$ cat src/aiag_pkg.sv
// Package: register map, field positions and encodings for the alarm gating block
package aiag_pkg;
   localparam int NUM_CH = 4;
   localparam int ADDR_W = 8;
   // Register offsets, one word per channel where noted
   localparam logic [7:0] OFS_CFG_BASE = 8'h00;
   localparam logic [7:0] OFS_LOLIM_BASE = 8'h10;
   localparam logic [7:0] OFS_HILIM_BASE = 8'h20;
   localparam logic [7:0] OFS_STATUS = 8'h30;
   localparam logic [7:0] OFS_MASK = 8'h34;
   localparam logic [7:0] OFS_LEVEL = 8'h38;
   localparam logic [7:0] OFS_STRIDE = 8'h04;
   // Channel config fields
   localparam int CFG_CHDIAG = 0;
   localparam int CFG_SHORT = 1;
   localparam int CFG_BREAK = 2;
   localparam int CFG_OVLD = 3;
   localparam int CFG_LOW = 4;
   localparam int CFG_HIGH = 5;
   localparam int CFG_RANGE = 6;
   localparam int CFG_W = 8;
   // Value range encodings
   localparam logic [1:0] RNG_POS15 = 2'h0;
   localparam logic [1:0] RNG_SIGNED = 2'h1;
   localparam logic [1:0] RNG_UNS16 = 2'h2;
   // Reset values
   localparam logic [7:0] CFG_RST = 8'h00;
   localparam logic [15:0] LOLIM_RST = 16'h0000;
   localparam logic [15:0] HILIM_RST = 16'h7fff;
   localparam logic [7:0] MASK_RST = 8'h00;
   // Status layout: bits [3:0] diagnostic per channel, [7:4] process per channel
   localparam int ST_W = 2 * NUM_CH;
endpackage

$ cat src/aiag_top.sv
// Analog input alarm gating: per-channel enables, limit compare, alarm events, registers
// Operation
// - Master diagnosis enable 0 blocks every alarm of that channel.
// - Short circuit enable 0: no diagnostic alarm, no log entry.
// - Short circuit enable 1 with master: diagnostic alarm plus log entry.
// - Line break enable 0: no diagnostic alarm, no log entry.
// - Line break enable 1 with master: diagnostic alarm plus log entry.
// - Overload enable 0: no diagnostic alarm, no log entry.
// - Overload enable 1 with master: diagnostic alarm plus log entry.
// - Lower limit enable 0: no process alarm below lower limit.
// - Lower limit enable 1 with master: process alarm, no log entry.
// - Upper limit enable 0: no process alarm above upper limit.
// - Upper limit enable 1 with master: process alarm, no log entry.
// - Lower limit is 16 bits in the channel's value range; controller keeps it valid.
// - Upper limit is 16 bits in the same ranges; controller keeps it valid.
//
// Chosen here: the register offsets and the plain strobed port.
`timescale 1ns/1ps
module aiag_top
(
   input wire logic clk,
   input wire logic rst,
   input wire logic [7:0] addr,
   input wire logic [31:0] wdata,
   input wire logic wr,
   input wire logic rd,
   output logic [31:0] rdata,
   input wire logic [3:0] fault_short,
   input wire logic [3:0] fault_break,
   input wire logic [3:0] fault_ovld,
   input wire logic [3:0] sample_vld,
   input wire logic [63:0] sample,
   output logic [3:0] diag_alarm,
   output logic [3:0] diag_log,
   output logic [11:0] diag_cause,
   output logic [3:0] proc_alarm,
   output logic [7:0] proc_cause,
   output logic irq
);
   localparam int N = aiag_pkg::NUM_CH;

   // Fault pins come from outside: three-stage synchronisers
   logic [3:0] s1_ff [3];
   logic [3:0] s2_ff [3];
   logic [3:0] s3_ff [3];
   logic [3:0] flt_ff [3];
   logic [3:0] nxt_s1 [3];
   logic [3:0] nxt_flt [3];
   logic [3:0] nxt_s2 [3];
   logic [3:0] nxt_s3 [3];

   logic [aiag_pkg::CFG_W-1:0] cfg_ff [N];
   logic [15:0] lolim_ff [N];
   logic [15:0] hilim_ff [N];
   logic [aiag_pkg::ST_W-1:0] status_ff;
   logic [aiag_pkg::ST_W-1:0] mask_ff;
   logic [aiag_pkg::CFG_W-1:0] nxt_cfg [N];
   logic [15:0] nxt_lolim [N];
   logic [15:0] nxt_hilim [N];
   logic [aiag_pkg::ST_W-1:0] nxt_status;
   logic [aiag_pkg::ST_W-1:0] nxt_mask;
   logic [31:0] nxt_rdata;

   logic [3:0] nxt_diag_alarm;
   logic [3:0] nxt_proc_alarm;
   logic [11:0] nxt_diag_cause;
   logic [7:0] nxt_proc_cause;
   logic nxt_irq;

   // Synchroniser next values
   always_comb
   begin
      for (int k = 0; k < 3; k++)
      begin
         nxt_s1[k] = (k == 0) ? fault_short : ((k == 1) ? fault_break : fault_ovld);
         nxt_s2[k] = s1_ff[k];
         nxt_s3[k] = s2_ff[k];
         // A change counts only once stages two and three agree
         nxt_flt[k] = flt_ff[k];
         for (int c = 0; c < N; c++)
         begin
            if (s2_ff[k][c] == s3_ff[k][c])
            begin
               nxt_flt[k][c] = s3_ff[k][c];
            end
         end
      end
   end

   always_ff @(posedge clk)
   begin
      for (int k = 0; k < 3; k++)
      begin
         if (rst)
         begin
            s1_ff[k] <= 4'h0;
            s2_ff[k] <= 4'h0;
            s3_ff[k] <= 4'h0;
            flt_ff[k] <= 4'h0;
         end
         else
         begin
            s1_ff[k] <= nxt_s1[k];
            s2_ff[k] <= nxt_s2[k];
            s3_ff[k] <= nxt_s3[k];
            flt_ff[k] <= nxt_flt[k];
         end
      end
   end

   // Previous filtered levels, so a fault raises one event at its onset
   logic [3:0] prev_ff [3];
   logic [3:0] nxt_prev [3];

   always_comb
   begin
      for (int k = 0; k < 3; k++)
      begin
         nxt_prev[k] = flt_ff[k];
      end
   end

   always_ff @(posedge clk)
   begin
      for (int k = 0; k < 3; k++)
      begin
         if (rst)
         begin
            prev_ff[k] <= 4'h0;
         end
         else
         begin
            prev_ff[k] <= nxt_prev[k];
         end
      end
   end

   // Alarm gating and limit compare
   always_comb
   begin
      logic [15:0] smp;
      logic [1:0] rng;
      logic below;
      logic above;
      logic ms;
      logic mb;
      logic mo;
      logic ml;
      logic mh;
      smp = 16'h0000;
      rng = 2'h0;
      below = 1'b0;
      above = 1'b0;
      ms = 1'b0;
      mb = 1'b0;
      mo = 1'b0;
      ml = 1'b0;
      mh = 1'b0;
      nxt_diag_alarm = 4'h0;
      nxt_proc_alarm = 4'h0;
      nxt_diag_cause = 12'h000;
      nxt_proc_cause = 8'h00;
      for (int c = 0; c < N; c++)
      begin
         smp = sample[c*16 +: 16];
         rng = cfg_ff[c][aiag_pkg::CFG_RANGE +: 2];
         // Signed compare only for the bipolar range; limits trusted in range
         if (rng == aiag_pkg::RNG_SIGNED)
         begin
            below = $signed(smp) < $signed(lolim_ff[c]);
            above = $signed(smp) > $signed(hilim_ff[c]);
         end
         else
         begin
            below = smp < lolim_ff[c];
            above = smp > hilim_ff[c];
         end
         ms = cfg_ff[c][aiag_pkg::CFG_CHDIAG] & cfg_ff[c][aiag_pkg::CFG_SHORT];
         mb = cfg_ff[c][aiag_pkg::CFG_CHDIAG] & cfg_ff[c][aiag_pkg::CFG_BREAK];
         mo = cfg_ff[c][aiag_pkg::CFG_CHDIAG] & cfg_ff[c][aiag_pkg::CFG_OVLD];
         ml = cfg_ff[c][aiag_pkg::CFG_CHDIAG] & cfg_ff[c][aiag_pkg::CFG_LOW];
         mh = cfg_ff[c][aiag_pkg::CFG_CHDIAG] & cfg_ff[c][aiag_pkg::CFG_HIGH];
         nxt_diag_cause[c*3] = ms & flt_ff[0][c] & ~prev_ff[0][c];
         nxt_diag_cause[c*3+1] = mb & flt_ff[1][c] & ~prev_ff[1][c];
         nxt_diag_cause[c*3+2] = mo & flt_ff[2][c] & ~prev_ff[2][c];
         nxt_proc_cause[c*2] = ml & sample_vld[c] & below;
         nxt_proc_cause[c*2+1] = mh & sample_vld[c] & above;
         nxt_diag_alarm[c] = |nxt_diag_cause[c*3 +: 3];
         nxt_proc_alarm[c] = |nxt_proc_cause[c*2 +: 2];
      end
   end

   // Configuration and limit registers
   always_comb
   begin
      logic [7:0] ofs;
      ofs = 8'h00;
      for (int c = 0; c < N; c++)
      begin
         ofs = 8'(c) * aiag_pkg::OFS_STRIDE;
         nxt_cfg[c] = cfg_ff[c];
         nxt_lolim[c] = lolim_ff[c];
         nxt_hilim[c] = hilim_ff[c];
         if (wr && addr == aiag_pkg::OFS_CFG_BASE + ofs)
         begin
            nxt_cfg[c] = wdata[aiag_pkg::CFG_W-1:0];
         end
         // Limits taken as written; range is the controller's duty
         if (wr && addr == aiag_pkg::OFS_LOLIM_BASE + ofs)
         begin
            nxt_lolim[c] = wdata[15:0];
         end
         if (wr && addr == aiag_pkg::OFS_HILIM_BASE + ofs)
         begin
            nxt_hilim[c] = wdata[15:0];
         end
      end
   end

   always_ff @(posedge clk)
   begin
      for (int c = 0; c < N; c++)
      begin
         if (rst)
         begin
            cfg_ff[c] <= aiag_pkg::CFG_RST;
            lolim_ff[c] <= aiag_pkg::LOLIM_RST;
            hilim_ff[c] <= aiag_pkg::HILIM_RST;
         end
         else
         begin
            cfg_ff[c] <= nxt_cfg[c];
            lolim_ff[c] <= nxt_lolim[c];
            hilim_ff[c] <= nxt_hilim[c];
         end
      end
   end

   // Status, mask and interrupt level
   always_comb
   begin
      logic [aiag_pkg::ST_W-1:0] ev;
      ev = {nxt_proc_alarm, nxt_diag_alarm};
      nxt_mask = mask_ff;
      // Set wins over a write-one clear, so a racing clear loses no event
      nxt_status = status_ff;
      if (wr && addr == aiag_pkg::OFS_STATUS)
      begin
         nxt_status = status_ff & ~wdata[aiag_pkg::ST_W-1:0];
      end
      nxt_status = nxt_status | ev;
      if (wr && addr == aiag_pkg::OFS_MASK)
      begin
         nxt_mask = wdata[aiag_pkg::ST_W-1:0];
      end
      // Built from next values so irq moves on the same edge as status
      nxt_irq = |(nxt_status & nxt_mask);
   end

   always_ff @(posedge clk)
   begin
      if (rst)
      begin
         status_ff <= 8'h00;
         mask_ff <= aiag_pkg::MASK_RST;
         irq <= 1'b0;
      end
      else
      begin
         status_ff <= nxt_status;
         mask_ff <= nxt_mask;
         irq <= nxt_irq;
      end
   end

   // Read data: one cycle after the strobe, zero otherwise
   always_comb
   begin
      logic [7:0] ofs;
      ofs = 8'h00;
      nxt_rdata = 32'h0000_0000;
      for (int c = 0; c < N; c++)
      begin
         ofs = 8'(c) * aiag_pkg::OFS_STRIDE;
         if (rd && addr == aiag_pkg::OFS_CFG_BASE + ofs)
         begin
            nxt_rdata = {24'h000000, cfg_ff[c]};
         end
         if (rd && addr == aiag_pkg::OFS_LOLIM_BASE + ofs)
         begin
            nxt_rdata = {16'h0000, lolim_ff[c]};
         end
         if (rd && addr == aiag_pkg::OFS_HILIM_BASE + ofs)
         begin
            nxt_rdata = {16'h0000, hilim_ff[c]};
         end
      end
      if (rd && addr == aiag_pkg::OFS_STATUS)
      begin
         nxt_rdata = {24'h000000, status_ff};
      end
      if (rd && addr == aiag_pkg::OFS_MASK)
      begin
         nxt_rdata = {24'h000000, mask_ff};
      end
      if (rd && addr == aiag_pkg::OFS_LEVEL)
      begin
         nxt_rdata = {20'h00000, flt_ff[2], flt_ff[1], flt_ff[0]};
      end
   end

   always_ff @(posedge clk)
   begin
      if (rst)
      begin
         rdata <= 32'h0000_0000;
      end
      else
      begin
         rdata <= nxt_rdata;
      end
   end

   // Alarm event outputs, one cycle each
   always_ff @(posedge clk)
   begin
      if (rst)
      begin
         diag_alarm <= 4'h0;
         diag_log <= 4'h0;
         diag_cause <= 12'h000;
         proc_alarm <= 4'h0;
         proc_cause <= 8'h00;
      end
      else
      begin
         diag_alarm <= nxt_diag_alarm;
         diag_log <= nxt_diag_alarm;
         diag_cause <= nxt_diag_cause;
         proc_alarm <= nxt_proc_alarm;
         proc_cause <= nxt_proc_cause;
      end
   end
endmodule // aiag_top

$ cat config.mk
export PLATFORM = sky130hd
export DESIGN_NAME = aiag_top
export DESIGN_NICKNAME = d
export VERILOG_FILES = /design/src/aiag_pkg.sv /design/src/aiag_top.sv
export SDC_FILE = /design/constraint.sdc
export NUM_CORES = 1
export LEC_CHECK = 0
export BUFFER_PORTS_ARGS = -buffer_cell sky130_fd_sc_hd__buf_2
export CAP_MARGIN = 15
export CORE_MARGIN = 1.5
export CORE_UTILIZATION = 61
export CTS_BUF_LIST = sky130_fd_sc_hd__clkbuf_8
export CTS_CLUSTER_DIAMETER = 50
export DETAILED_ROUTE_END_ITERATION = 8
export PLACE_DENSITY_LB_ADDON = 0.08
export SLEW_MARGIN = 10
export SYNTH_ARGS = -nofsm -noshare
export SYNTH_HDL_FRONTEND = slang
export SYNTH_SLANG_ARGS = --single-unit
$ cat constraint.sdc
create_clock -name clk -period 7 [get_ports clk]
set_input_delay 1.4 -clock clk [delete_from_list [all_inputs] [get_ports clk]]
set_output_delay 1.4 -clock clk [all_outputs]
set_load 0.05 [all_outputs]
== Yosys cells after proc, flatten, opt, wreduce, memory -nomap -nowiden ==
Memories as Yosys holds them, arrays and structs flattened.
Index checks and enable logic that the tools add are counted.
Word-level totals
  memories: 8
  output and inout port bits: 65
  bits in latches: 0
  word-level logic and storage cells: 287
  bits in writable memories: 220
  register bits: 77
  bits of input ports: 124
  ROM bits: 0
Memories
  hilim_ff: depth 4, width 16, read ports 4, clocked after Yosys merged registers in 0, wr ports 4, RTL line aiag_top.sv:54  | logic [15:0] hilim_ff [N];
  lolim_ff: depth 4, width 16, read ports 4, clocked after Yosys merged registers in 0, wr ports 4, RTL line aiag_top.sv:53  | logic [15:0] lolim_ff [N];
  cfg_ff: depth 4, width 8, read ports 4, clocked after Yosys merged registers in 0, wr ports 4, RTL line aiag_top.sv:52  | logic [aiag_pkg::CFG_W-1:0] cfg_ff [N];
  flt_ff: depth 3, width 4, read ports 3, clocked after Yosys merged registers in 0, wr ports 3, RTL line aiag_top.sv:46  | logic [3:0] flt_ff [3];
  prev_ff: depth 3, width 4, read ports 3, clocked after Yosys merged registers in 0, wr ports 3, RTL line aiag_top.sv:112  | logic [3:0] prev_ff [3];
  s1_ff: depth 3, width 4, read ports 3, clocked after Yosys merged registers in 0, wr ports 3, RTL line aiag_top.sv:43  | logic [3:0] s1_ff [3];
  2 more memories
Cells by class
  bitwise logic cells: 103
  multipliers: 0
  multiplexer cells: 79
  $lt $le $gt $ge: 16
  reduce and logical (&&, ||, !) cells: 41
  shift operators: 0
  equal/unequal tests: 30
  divide/modulo/power cells: 0
  $add $sub $neg: 0
Operators with widths (number)
  $mux W16: 27
  $gt A16 B16 Y1: 8
  $lt A16 B16 Y1: 8
  $mux W8: 11
  $and A1 B1 Y1: 60
  $mux W4: 15
  $eq A8 B6 Y1 const B: 7
  $mux W12: 3
  $eq A8 B5 Y1 const B: 4
  $logic_and A1 B1 Y1: 29
  $or A1 B1 Y1: 27
  $mux W1: 23
  $and A8 B8 Y8: 2
  $eq A8 B4 Y1 const B: 2
  $reduce_or A15 Y1: 1
  $eq A1 B1 Y1: 12
  $not A1 Y1: 12
  $reduce_or A3 Y1: 4
  $eq A2 B1 Y1 const B: 4
  $eq A8 B3 Y1 const B: 1
  $logic_not A8 Y1: 1
  $not A8 Y8: 1
  $or A8 B8 Y8: 1
  $reduce_or A2 Y1: 4
  other kinds (2): 2

== Depth between registers and ports, before layout ==
Gate-level depths: netlist (run 1).
  word-level depth: 17
  gate-level depth with buffers: 10
  mapped depth without buffers: 9

== Worst setup path after synthesis (run 1) ==
OpenSTA, ideal clock, no wires.
  path type: in2reg
  start: input port addr[0]
  end: register irq
  setup slack: 3.709 ns
  buffers on the path: 1
  setup time: 0.133 ns
  arrival: 3.157 ns
  data required time: 6.867 ns
  cell stages on the path: 8
  cells stage by stage: buf_2 or4b_4 nor3_4 mux2i_1 o22ai_1 o21ai_0 o221a_1 nand4_1
Between the ends
  word-level cells in the longest chain between the ends: 6
  elaborated cells on any way between the ends: 9
Ends and longest elaborated chain
  start, declared: RTL line aiag_top.sv:23  | input wire logic [7:0] addr,
  $eq A8 B6 Y1: RTL line aiag_top.sv:247  | if (wr && addr == aiag_pkg::OFS_STATUS)
  $logic_and A1 B1 Y1: RTL line aiag_top.sv:247
  $mux W8: RTL line aiag_top.sv:247
  $or A8 B8 Y8: RTL line aiag_top.sv:251  | nxt_status = nxt_status | ev;
  $and A8 B8 Y8 *: RTL line aiag_top.sv:257  | nxt_irq = |(nxt_status & nxt_mask);
  $reduce_or A8 Y1 *: RTL line aiag_top.sv:257
  end signal, assigned: RTL line aiag_top.sv:272  | irq <= nxt_irq;
  end, declared: RTL line aiag_top.sv:38  | output logic irq
Every way passes the cells marked *; elsewhere a longest branch is shown, timed or not.
A chain may end at the register's enable or synchronous reset.

== Final worst setup path (run 1) ==
  start: input port addr[4]
  end: register rdata[1]
Between the ends
  word-level cells in the longest chain between the ends: 17
  elaborated cells on any way between the ends: 45
Ends and longest elaborated chain
  $logic_not A8 Y1: RTL line aiag_top.sv:285  | if (rd && addr == aiag_pkg::OFS_CFG_BASE + ofs)
  $logic_and A1 B1 Y1: RTL line aiag_top.sv:285
  $mux W8: RTL line aiag_top.sv:285
  $mux W16: RTL line aiag_top.sv:289  | if (rd && addr == aiag_pkg::OFS_LOLIM_BASE + ofs)
  $mux W16: RTL line aiag_top.sv:293  | if (rd && addr == aiag_pkg::OFS_HILIM_BASE + ofs)
  $mux W16: RTL line aiag_top.sv:285
  $mux W16: RTL line aiag_top.sv:289
  $mux W16: RTL line aiag_top.sv:293
  $mux W16: RTL line aiag_top.sv:285
  $mux W16: RTL line aiag_top.sv:289
  $mux W16: RTL line aiag_top.sv:293
  $mux W16: RTL line aiag_top.sv:285
  $mux W16: RTL line aiag_top.sv:289
  $mux W16: RTL line aiag_top.sv:293
  $mux W12: RTL line aiag_top.sv:298  | if (rd && addr == aiag_pkg::OFS_STATUS)
  $mux W12: RTL line aiag_top.sv:302  | if (rd && addr == aiag_pkg::OFS_MASK)
  $mux W12 *: RTL line aiag_top.sv:306  | if (rd && addr == aiag_pkg::OFS_LEVEL)
  end signal, assigned: RTL line aiag_top.sv:320  | rdata <= nxt_rdata;
  end, declared: RTL line aiag_top.sv:27  | output logic [31:0] rdata,
Marks and branches as above.

==> results_dict.tcl, run 1 <==
set metrics [dict create \
    place_congestion 0.987 \
    tightest_slew_ns 1.30 \
    synth_area_leaders "dfxtp_1 40%, ha_1 11%, nand2_1 6.5%" \
    cap_violations 0 \
    grt_pass1_vias 11900 \
    syn_area_per_cell_um2 8.44 \
    tritoncts "done" \
    peakVddDrop_mv 0.161 \
    synthCells 1673 \
    drv_slew 0 \
    placementRows 55 \
    ys_seq_area_share_pct 39.8 \
    status "complete, no violations" \
    synth_compound_area_share_pct 18.5 \
    p_leak_nw 6.52 \
    holdBufCountCts 0 \
    synth_fa_ha_area_share_pct 11.0 \
    setup_ws_ns 3.04 \
    grt_max_degree 108 \
    finalSetupTns_ns 0 \
    multiInputGateArea_um2 7530 \
    synth_cell_type_count 77 \
    cp_slowest_stage_delay_ns 0.87 \
    async_reset_ff_share_pct 0 \
    nFillCells 1910 \
    required_ns 7.50 \
    crit_fanout 18 \
    clock_sinks 281 \
    maxClockFrequency_mhz 252 \
    critPathLaunchType "input pin" \
    overflow 0 \
    pre_cts_slack_ns 2.54 \
    numCtsBuffers 44 \
    crit_slowest_cell "nor2_1" \
    synthMuxAreaShare_pct 3.47 \
    drtPass1Iterations 8 \
    die_w_um 155 \
    synth_most_common_cell "dfxtp_1" \
    hold_violations 0 \
    finalCritPeriodShare_pct 56.6 \
    syn_to_final_growth_pct 11.5 \
    drc 0 \
    layout_min_cycle_time_ns 3.96 \
    grt_pass1_wl_um 64600 \
    post_cts_buffers 0 \
    cts_max_path_buffers 3 \
    cts.repair.resized 0 \
    layout.nets 2042 \
    synth_flop_cell "dfxtp_1" \
    die_area_um2 24100 \
    hp-class "reg -> reg" \
    crit_chain "buf_2 > nor4b_1 > nand2_1 > nor2_1 > a221oi_1 > a21o_1 > a31oi_1 > o22a_1" \
    rsz0062_at_grt "no" \
    cts.clk_slew.worst_paths_ns 0.06 \
    detailed_place_hpwl_um 31500 \
    vias_per_cell 6.08 \
    setup_viol 0 \
    end_kind "flip-flop" \
    ys_seq_elements 281 \
    synth_xor_area_share_pct 0.186 \
    max-slew-margin-rel_pct 12.4 \
    io_pins 189 \
    core_area_um2 22600 \
    synth_edf_count 0 \
    arrival_ns 4.46 \
    ant_nets 0 \
    yosysTopAreaCell "dfxtp_1" \
    synth_warnings 0 \
    synth_commonest_cells "281 x dfxtp_1, 246 x nand2_1, 136 x inv_1, 124 x ha_1" \
    vias 12800 \
    power_density_nw_per_um2 200 \
    clock_latency_ns 0.56 \
    wirelength_um 42000 \
    wire_per_inst_um 19.9 \
    port_buffers 156 \
    regArea_um2 5630 \
    synth-simple-area-share_pct 19.6 \
    placed_area_um2 14900 \
    grt_util_all_layers_pct 34.8 \
    antenna_found_initial 1 \
    root_buffer "clkbuf_8" \
    skew_ns 0.0249 \
    h-tree-depth 2 \
    synth_top_family_by_area "simple AND/OR/NAND/NOR gates" \
    path_class "in -> reg" \
    die_h_um 155 \
    drtIter0Drc 1206 \
    synth_top_area_share_pct 39.8 \
    start_util_pct 62.4 \
    syn-cell-area_um2 14100 \
    finish.instance_area_um2 15700 \
    drive_gt1_share_pct 14.1 \
]
[stage by stage]
step	hold WS [ns]	total power [mW]	std cells	utilization, %
after floorplan	0.414	1.80	1688	-
after global placement	0.416	1.87	2031	65.8
after detailed placement	0.423	1.88	2031	65.8
after CTS	0.437	3.17	2102	69.4
after global routing	0.455	3.26	2104	69.5
final	0.433	3.16	2105	69.6
[layout make-up]
type | count | area share (%)
clock inverter | 18 | 0.588
sequential | 281 | 35.7
timing repair buffer | 170 | 5.71
multi-input combinational | 1161 | 47.8
inverter | 136 | 3.24
antenna | 1 | 0.0159
tap | 285 | 2.26
clock buffer | 53 | 4.63
[state kept, by name, indices dropped and copies added, names as in the netlist]
register / count
hilim_ff: 64
lolim_ff: 64
cfg_ff: 32
rdata: 16
diag_cause: 12
flt_ff: 12
prev_ff: 12
s1_ff: 12
s2_ff: 12
s3_ff: 12
mask_ff: 8
proc_cause: 8
status_ff: 8
diag_log: 4
proc_alarm: 4
irq: 1
[worst paths after layout]
check / depth (start not counted) / end / startpoint / slack (ns)
min reg2reg: 1 / s2_ff[0][3] / s1_ff[0][3] / 0.43
max: 8 / rdata[1] / addr[4] / 3.04
min: 1 / s2_ff[0][3] / s1_ff[0][3] / 0.43
max reg2reg: 9 / proc_alarm[2] / lolim_ff[2][7] / 3.95
[where the power goes]
part | switching, mW | leakage (nW) | internal [mW]
Clock | 0.626 | 0.468 | 0.683
Combinational | 0.159 | 3.78 | 0.0725
Sequential | 0.00446 | 2.27 | 1.61
Total | 0.790 | 6.52 | 2.37
[routing by layer]
metal	track usage (%)	wire [um]	part of all wire, %
met4	15.0	1690	4.0
met1	45.3	16800	40
met2	55.2	18700	44
met3	8.36	4820	11
met5	1.24	36	0.086
[cells in the final DEF (no fill, tap or decap), drive strengths merged, types with 26 or more instances in the layout]
master  count
inv       149
dfxtp     281
nor2b      56
a22oi      26
o21ai      63
buf       170
nand2     246
nor2      120
o211ai     65
nand3      52
ha        124
mux2i      49
a21oi     114
clkbuf     53
[worst max-delay path: cells and delay by family]
family          cells  cell delay (ns)
buf+inv             1             0.23
simple gates        3             1.73
compound gates      4             1.09
[cells by family after synthesis]
group | after synthesis
flops | 281
xor+xnor | 3
simple gates | 574
mux | 49
fa+ha+maj | 124
compound gates | 395
buf+inv | 246
other cells | 1
Power figures use the tool's default switching activity.
==> run 2, diff against run 1 <==
Settings changed: ABC_AREA from default to 1, CORE_UTILIZATION 61 to 54.
Clock period 7 ns to 3.5 ns, I/O delays scaled along.
==> run 2 against run 1 <==
  * Wire length decreased by 3.9%
  * Global-route usage fell by 4.9 points
  * Count of clock-buffer cells in the layout up 7
  * Largest cell class unchanged
  * Non-clock buffer count rose by 9
  * Sequential power grew 100%
  * Synthesized cell count increased by 16%
  * Critical path depth rose by 5
==> results_dict.tcl, run 2 <==
set metrics [dict create \
    maxClockFrequency_mhz 416 \
    h-tree-depth 2 \
    crit_top_cell "nand2_1" \
    insertedDiodeCount 0 \
    die_w_um 165 \
    final_cell_mix "319 x inv_1, 289 x nand2_1, 281 x dfxtp_1" \
    drive_gt1_share_pct 12.9 \
    switchingPower_mw 1.68 \
    holdBufCountCts 0 \
    whs_ns 0.322 \
    root_buffer "clkbuf_8" \
    synth_cell_type_count 43 \
    nFillCells 2442 \
    cap_violations 0 \
    syn-cell-area_um2 14100 \
    synthCells 1936 \
    finalCritPeriodShare_pct 68.6 \
    numCtsBuffers 47 \
    synth_commonest_cells "302 x inv_1, 289 x nand2_1, 281 x dfxtp_1, 258 x a21oi_1, 211 x nor2_1" \
    clkPwrFrac_pct 44.4 \
    drtPass1Iterations 7 \
    place_congestion 0.926 \
    vias_per_cell 5.35 \
    ant_nets 0 \
    wirelength_um 40400 \
    cts.clk_slew.worst_paths_ns 0.06 \
    synth_edf_count 0 \
    die_area_um2 27100 \
    antenna_found_initial 1 \
    tightest_slew_ns 0.966 \
    crit_slowest_cell "nor4_1" \
    p_comb_share_pct 7.2 \
    hold_violations 0 \
    overflow 0 \
    clock_sinks 281 \
    post_cts_buffers 0 \
    ys_seq_area_share_pct 39.9 \
    synth_most_common_cell "inv_1" \
    tritoncts "done" \
    peakVddDrop_mv 0.258 \
    async_reset_ff_share_pct 0 \
    path_class "reg -> reg" \
    critPathLaunchType "flip-flop" \
    arrival_ns 2.86 \
    status "complete, no violations" \
    layout.nets 2331 \
    cts.repair.resized 0 \
    wire_per_inst_um 16.5 \
    crit_chain "inv_1 > ha_1 > nand2_1 > nor4_1 > nand2_1 > nand3_1 > nand2_1 > a21oi_1 > nand2_1 > nand2_1 > nand2_1 > o21ai_1 > nand2_1" \
    yosysTopAreaCell "dfxtp_1" \
    synth_warnings 0 \
    internal_power_mw 4.99 \
    synth_top_area_share_pct 39.9 \
    ys_seq_elements 281 \
    netSwitchingFraction_pct 25.2 \
    die_h_um 165 \
    finalSetupTns_ns 0 \
    top_regs "hilim_ff x64, lolim_ff x64, cfg_ff x32" \
    max-slew-margin-rel_pct 35.4 \
    syn_to_final_growth_pct 13.7 \
    layout_min_cycle_time_ns 2.40 \
    drv_slew 0 \
    synth_flop_cell "dfxtp_1" \
    rsz0062_at_grt "no" \
    drtIter0Drc 929 \
    drc 0 \
    power_density_nw_per_um2 417 \
    grt_util_all_layers_pct 29.9 \
    setup_viol 0 \
    io_pins 189 \
    grt_pass1_wl_um 62700 \
    start_util_pct 55.5 \
    grt_pass1_vias 12100 \
    hp-class "in -> reg" \
    p_leak_nw 7.61 \
    cts_max_path_buffers 3 \
    required_ns 3.96 \
    seq_power_share_pct 48.4 \
    end_kind "flip-flop" \
    vias 13100 \
    cp_slowest_stage_delay_ns 0.46 \
    synth_area_leaders "dfxtp_1 40%, ha_1 11%, a21oi_1 9.2%" \
    clock_latency_ns 0.58 \
    grt_max_degree 49 \
    crit_fanout 3 \
    port_buffers 156 \
    syn_area_per_cell_um2 7.28 \
    skew_ns 0.0249 \
    placementRows 58 \
    layout_commonest_cell "inv_1" \
    core_area_um2 25400 \
    detailed_place_hpwl_um 30700 \
]
==> run 2: changes by cell type after synthesis, moves of 26 or more <==
cell      previous run  this run
inv_1              136       302
a21oi_1            114       258
o21ai_0             62       193
nor2_1             114       211
nor2b_1             56         1
mux2i_1             49         0
o211ai_1            65        18
nand2_1            246       289
a22oi_1             26         0
==> run 2: final cells by class <==
type | instances | area [um2] | area share (%)
inverter | 309 | 1160 | 7.24
clock buffer | 60 | 826 | 5.16
tap | 330 | 413 | 2.58
multi-input combinational | 1265 | 6890 | 43.1
sequential | 281 | 5630 | 35.1
clock inverter | 24 | 140 | 0.875
timing repair buffer | 179 | 956 | 5.97
==> run 2: path summary, 6_finish.rpt <==
check                                     start           to  slack, ns  depth (start not counted)
worst min register to register      s1_ff[2][3]  s2_ff[2][3]       0.40                          2
worst min-delay path             fault_short[1]  s1_ff[0][1]       0.32                          3
worst max register to register  hilim_ff[3][15]          irq       1.10                         13
worst max-delay path            hilim_ff[3][15]          irq       1.10                         13
==> run 2: logic make-up after synthesis <==
family          after synthesis  share of synthesized area [%]
compound gates              508                           19.0
simple gates                617                           18.5
buf+inv                     405                           11.5
flops                       281                           39.9
fa+ha+maj                   124                           11.0
other cells                   1                         0.0266
==> run 2: power by group through the flow <==
stage / clock network, mW / logic, mW / registers (mW)
after floorplan: 0 / 0.304 / 3.30
after global placement: 0 / 0.463 / 3.30
after detailed placement: 0 / 0.477 / 3.30
after CTS: 3.00 / 0.480 / 3.23
after global routing: 3.15 / 0.543 / 3.23
final: 2.96 / 0.484 / 3.23
==> run 2: worst max-delay path: cells and delay by family, from the launching register on <==
| kind | cells | cell delay (ns) |
|---|---|---|
| buffers and inverters | 1 | 0.05 |
| AOI/OAI and AO/OA | 2 | 0.39 |
| adders and majority gates | 1 | 0.31 |
| and+or+nand+nor | 9 | 1.19 |
| DFF | 1 | 0.32 |
==> run 2: layer usage <==
layer	vias up	global-route usage, %	share of wire, %
met5	-	0	0.030
met4	2	10.4	3.0
met3	89	5.88	8.0
met2	502	48.6	45
met1	5919	39.6	44
li1	6579	-	-
==> run 2: metrics by stage <==
step                      cells  setup WS (ns)  total power, mW  cell area [um2]  utilization, %
final                      2448           1.10             6.68            16000            63.0
after global routing       2448          0.786             6.92            16000            63.0
after CTS                  2448           1.15             6.71            16000            63.0
after detailed placement   2364          0.587             3.78            15000            59.2
after global placement     2364          0.582             3.76            15000            59.2
after floorplan            1951           1.32             3.60            14100               -
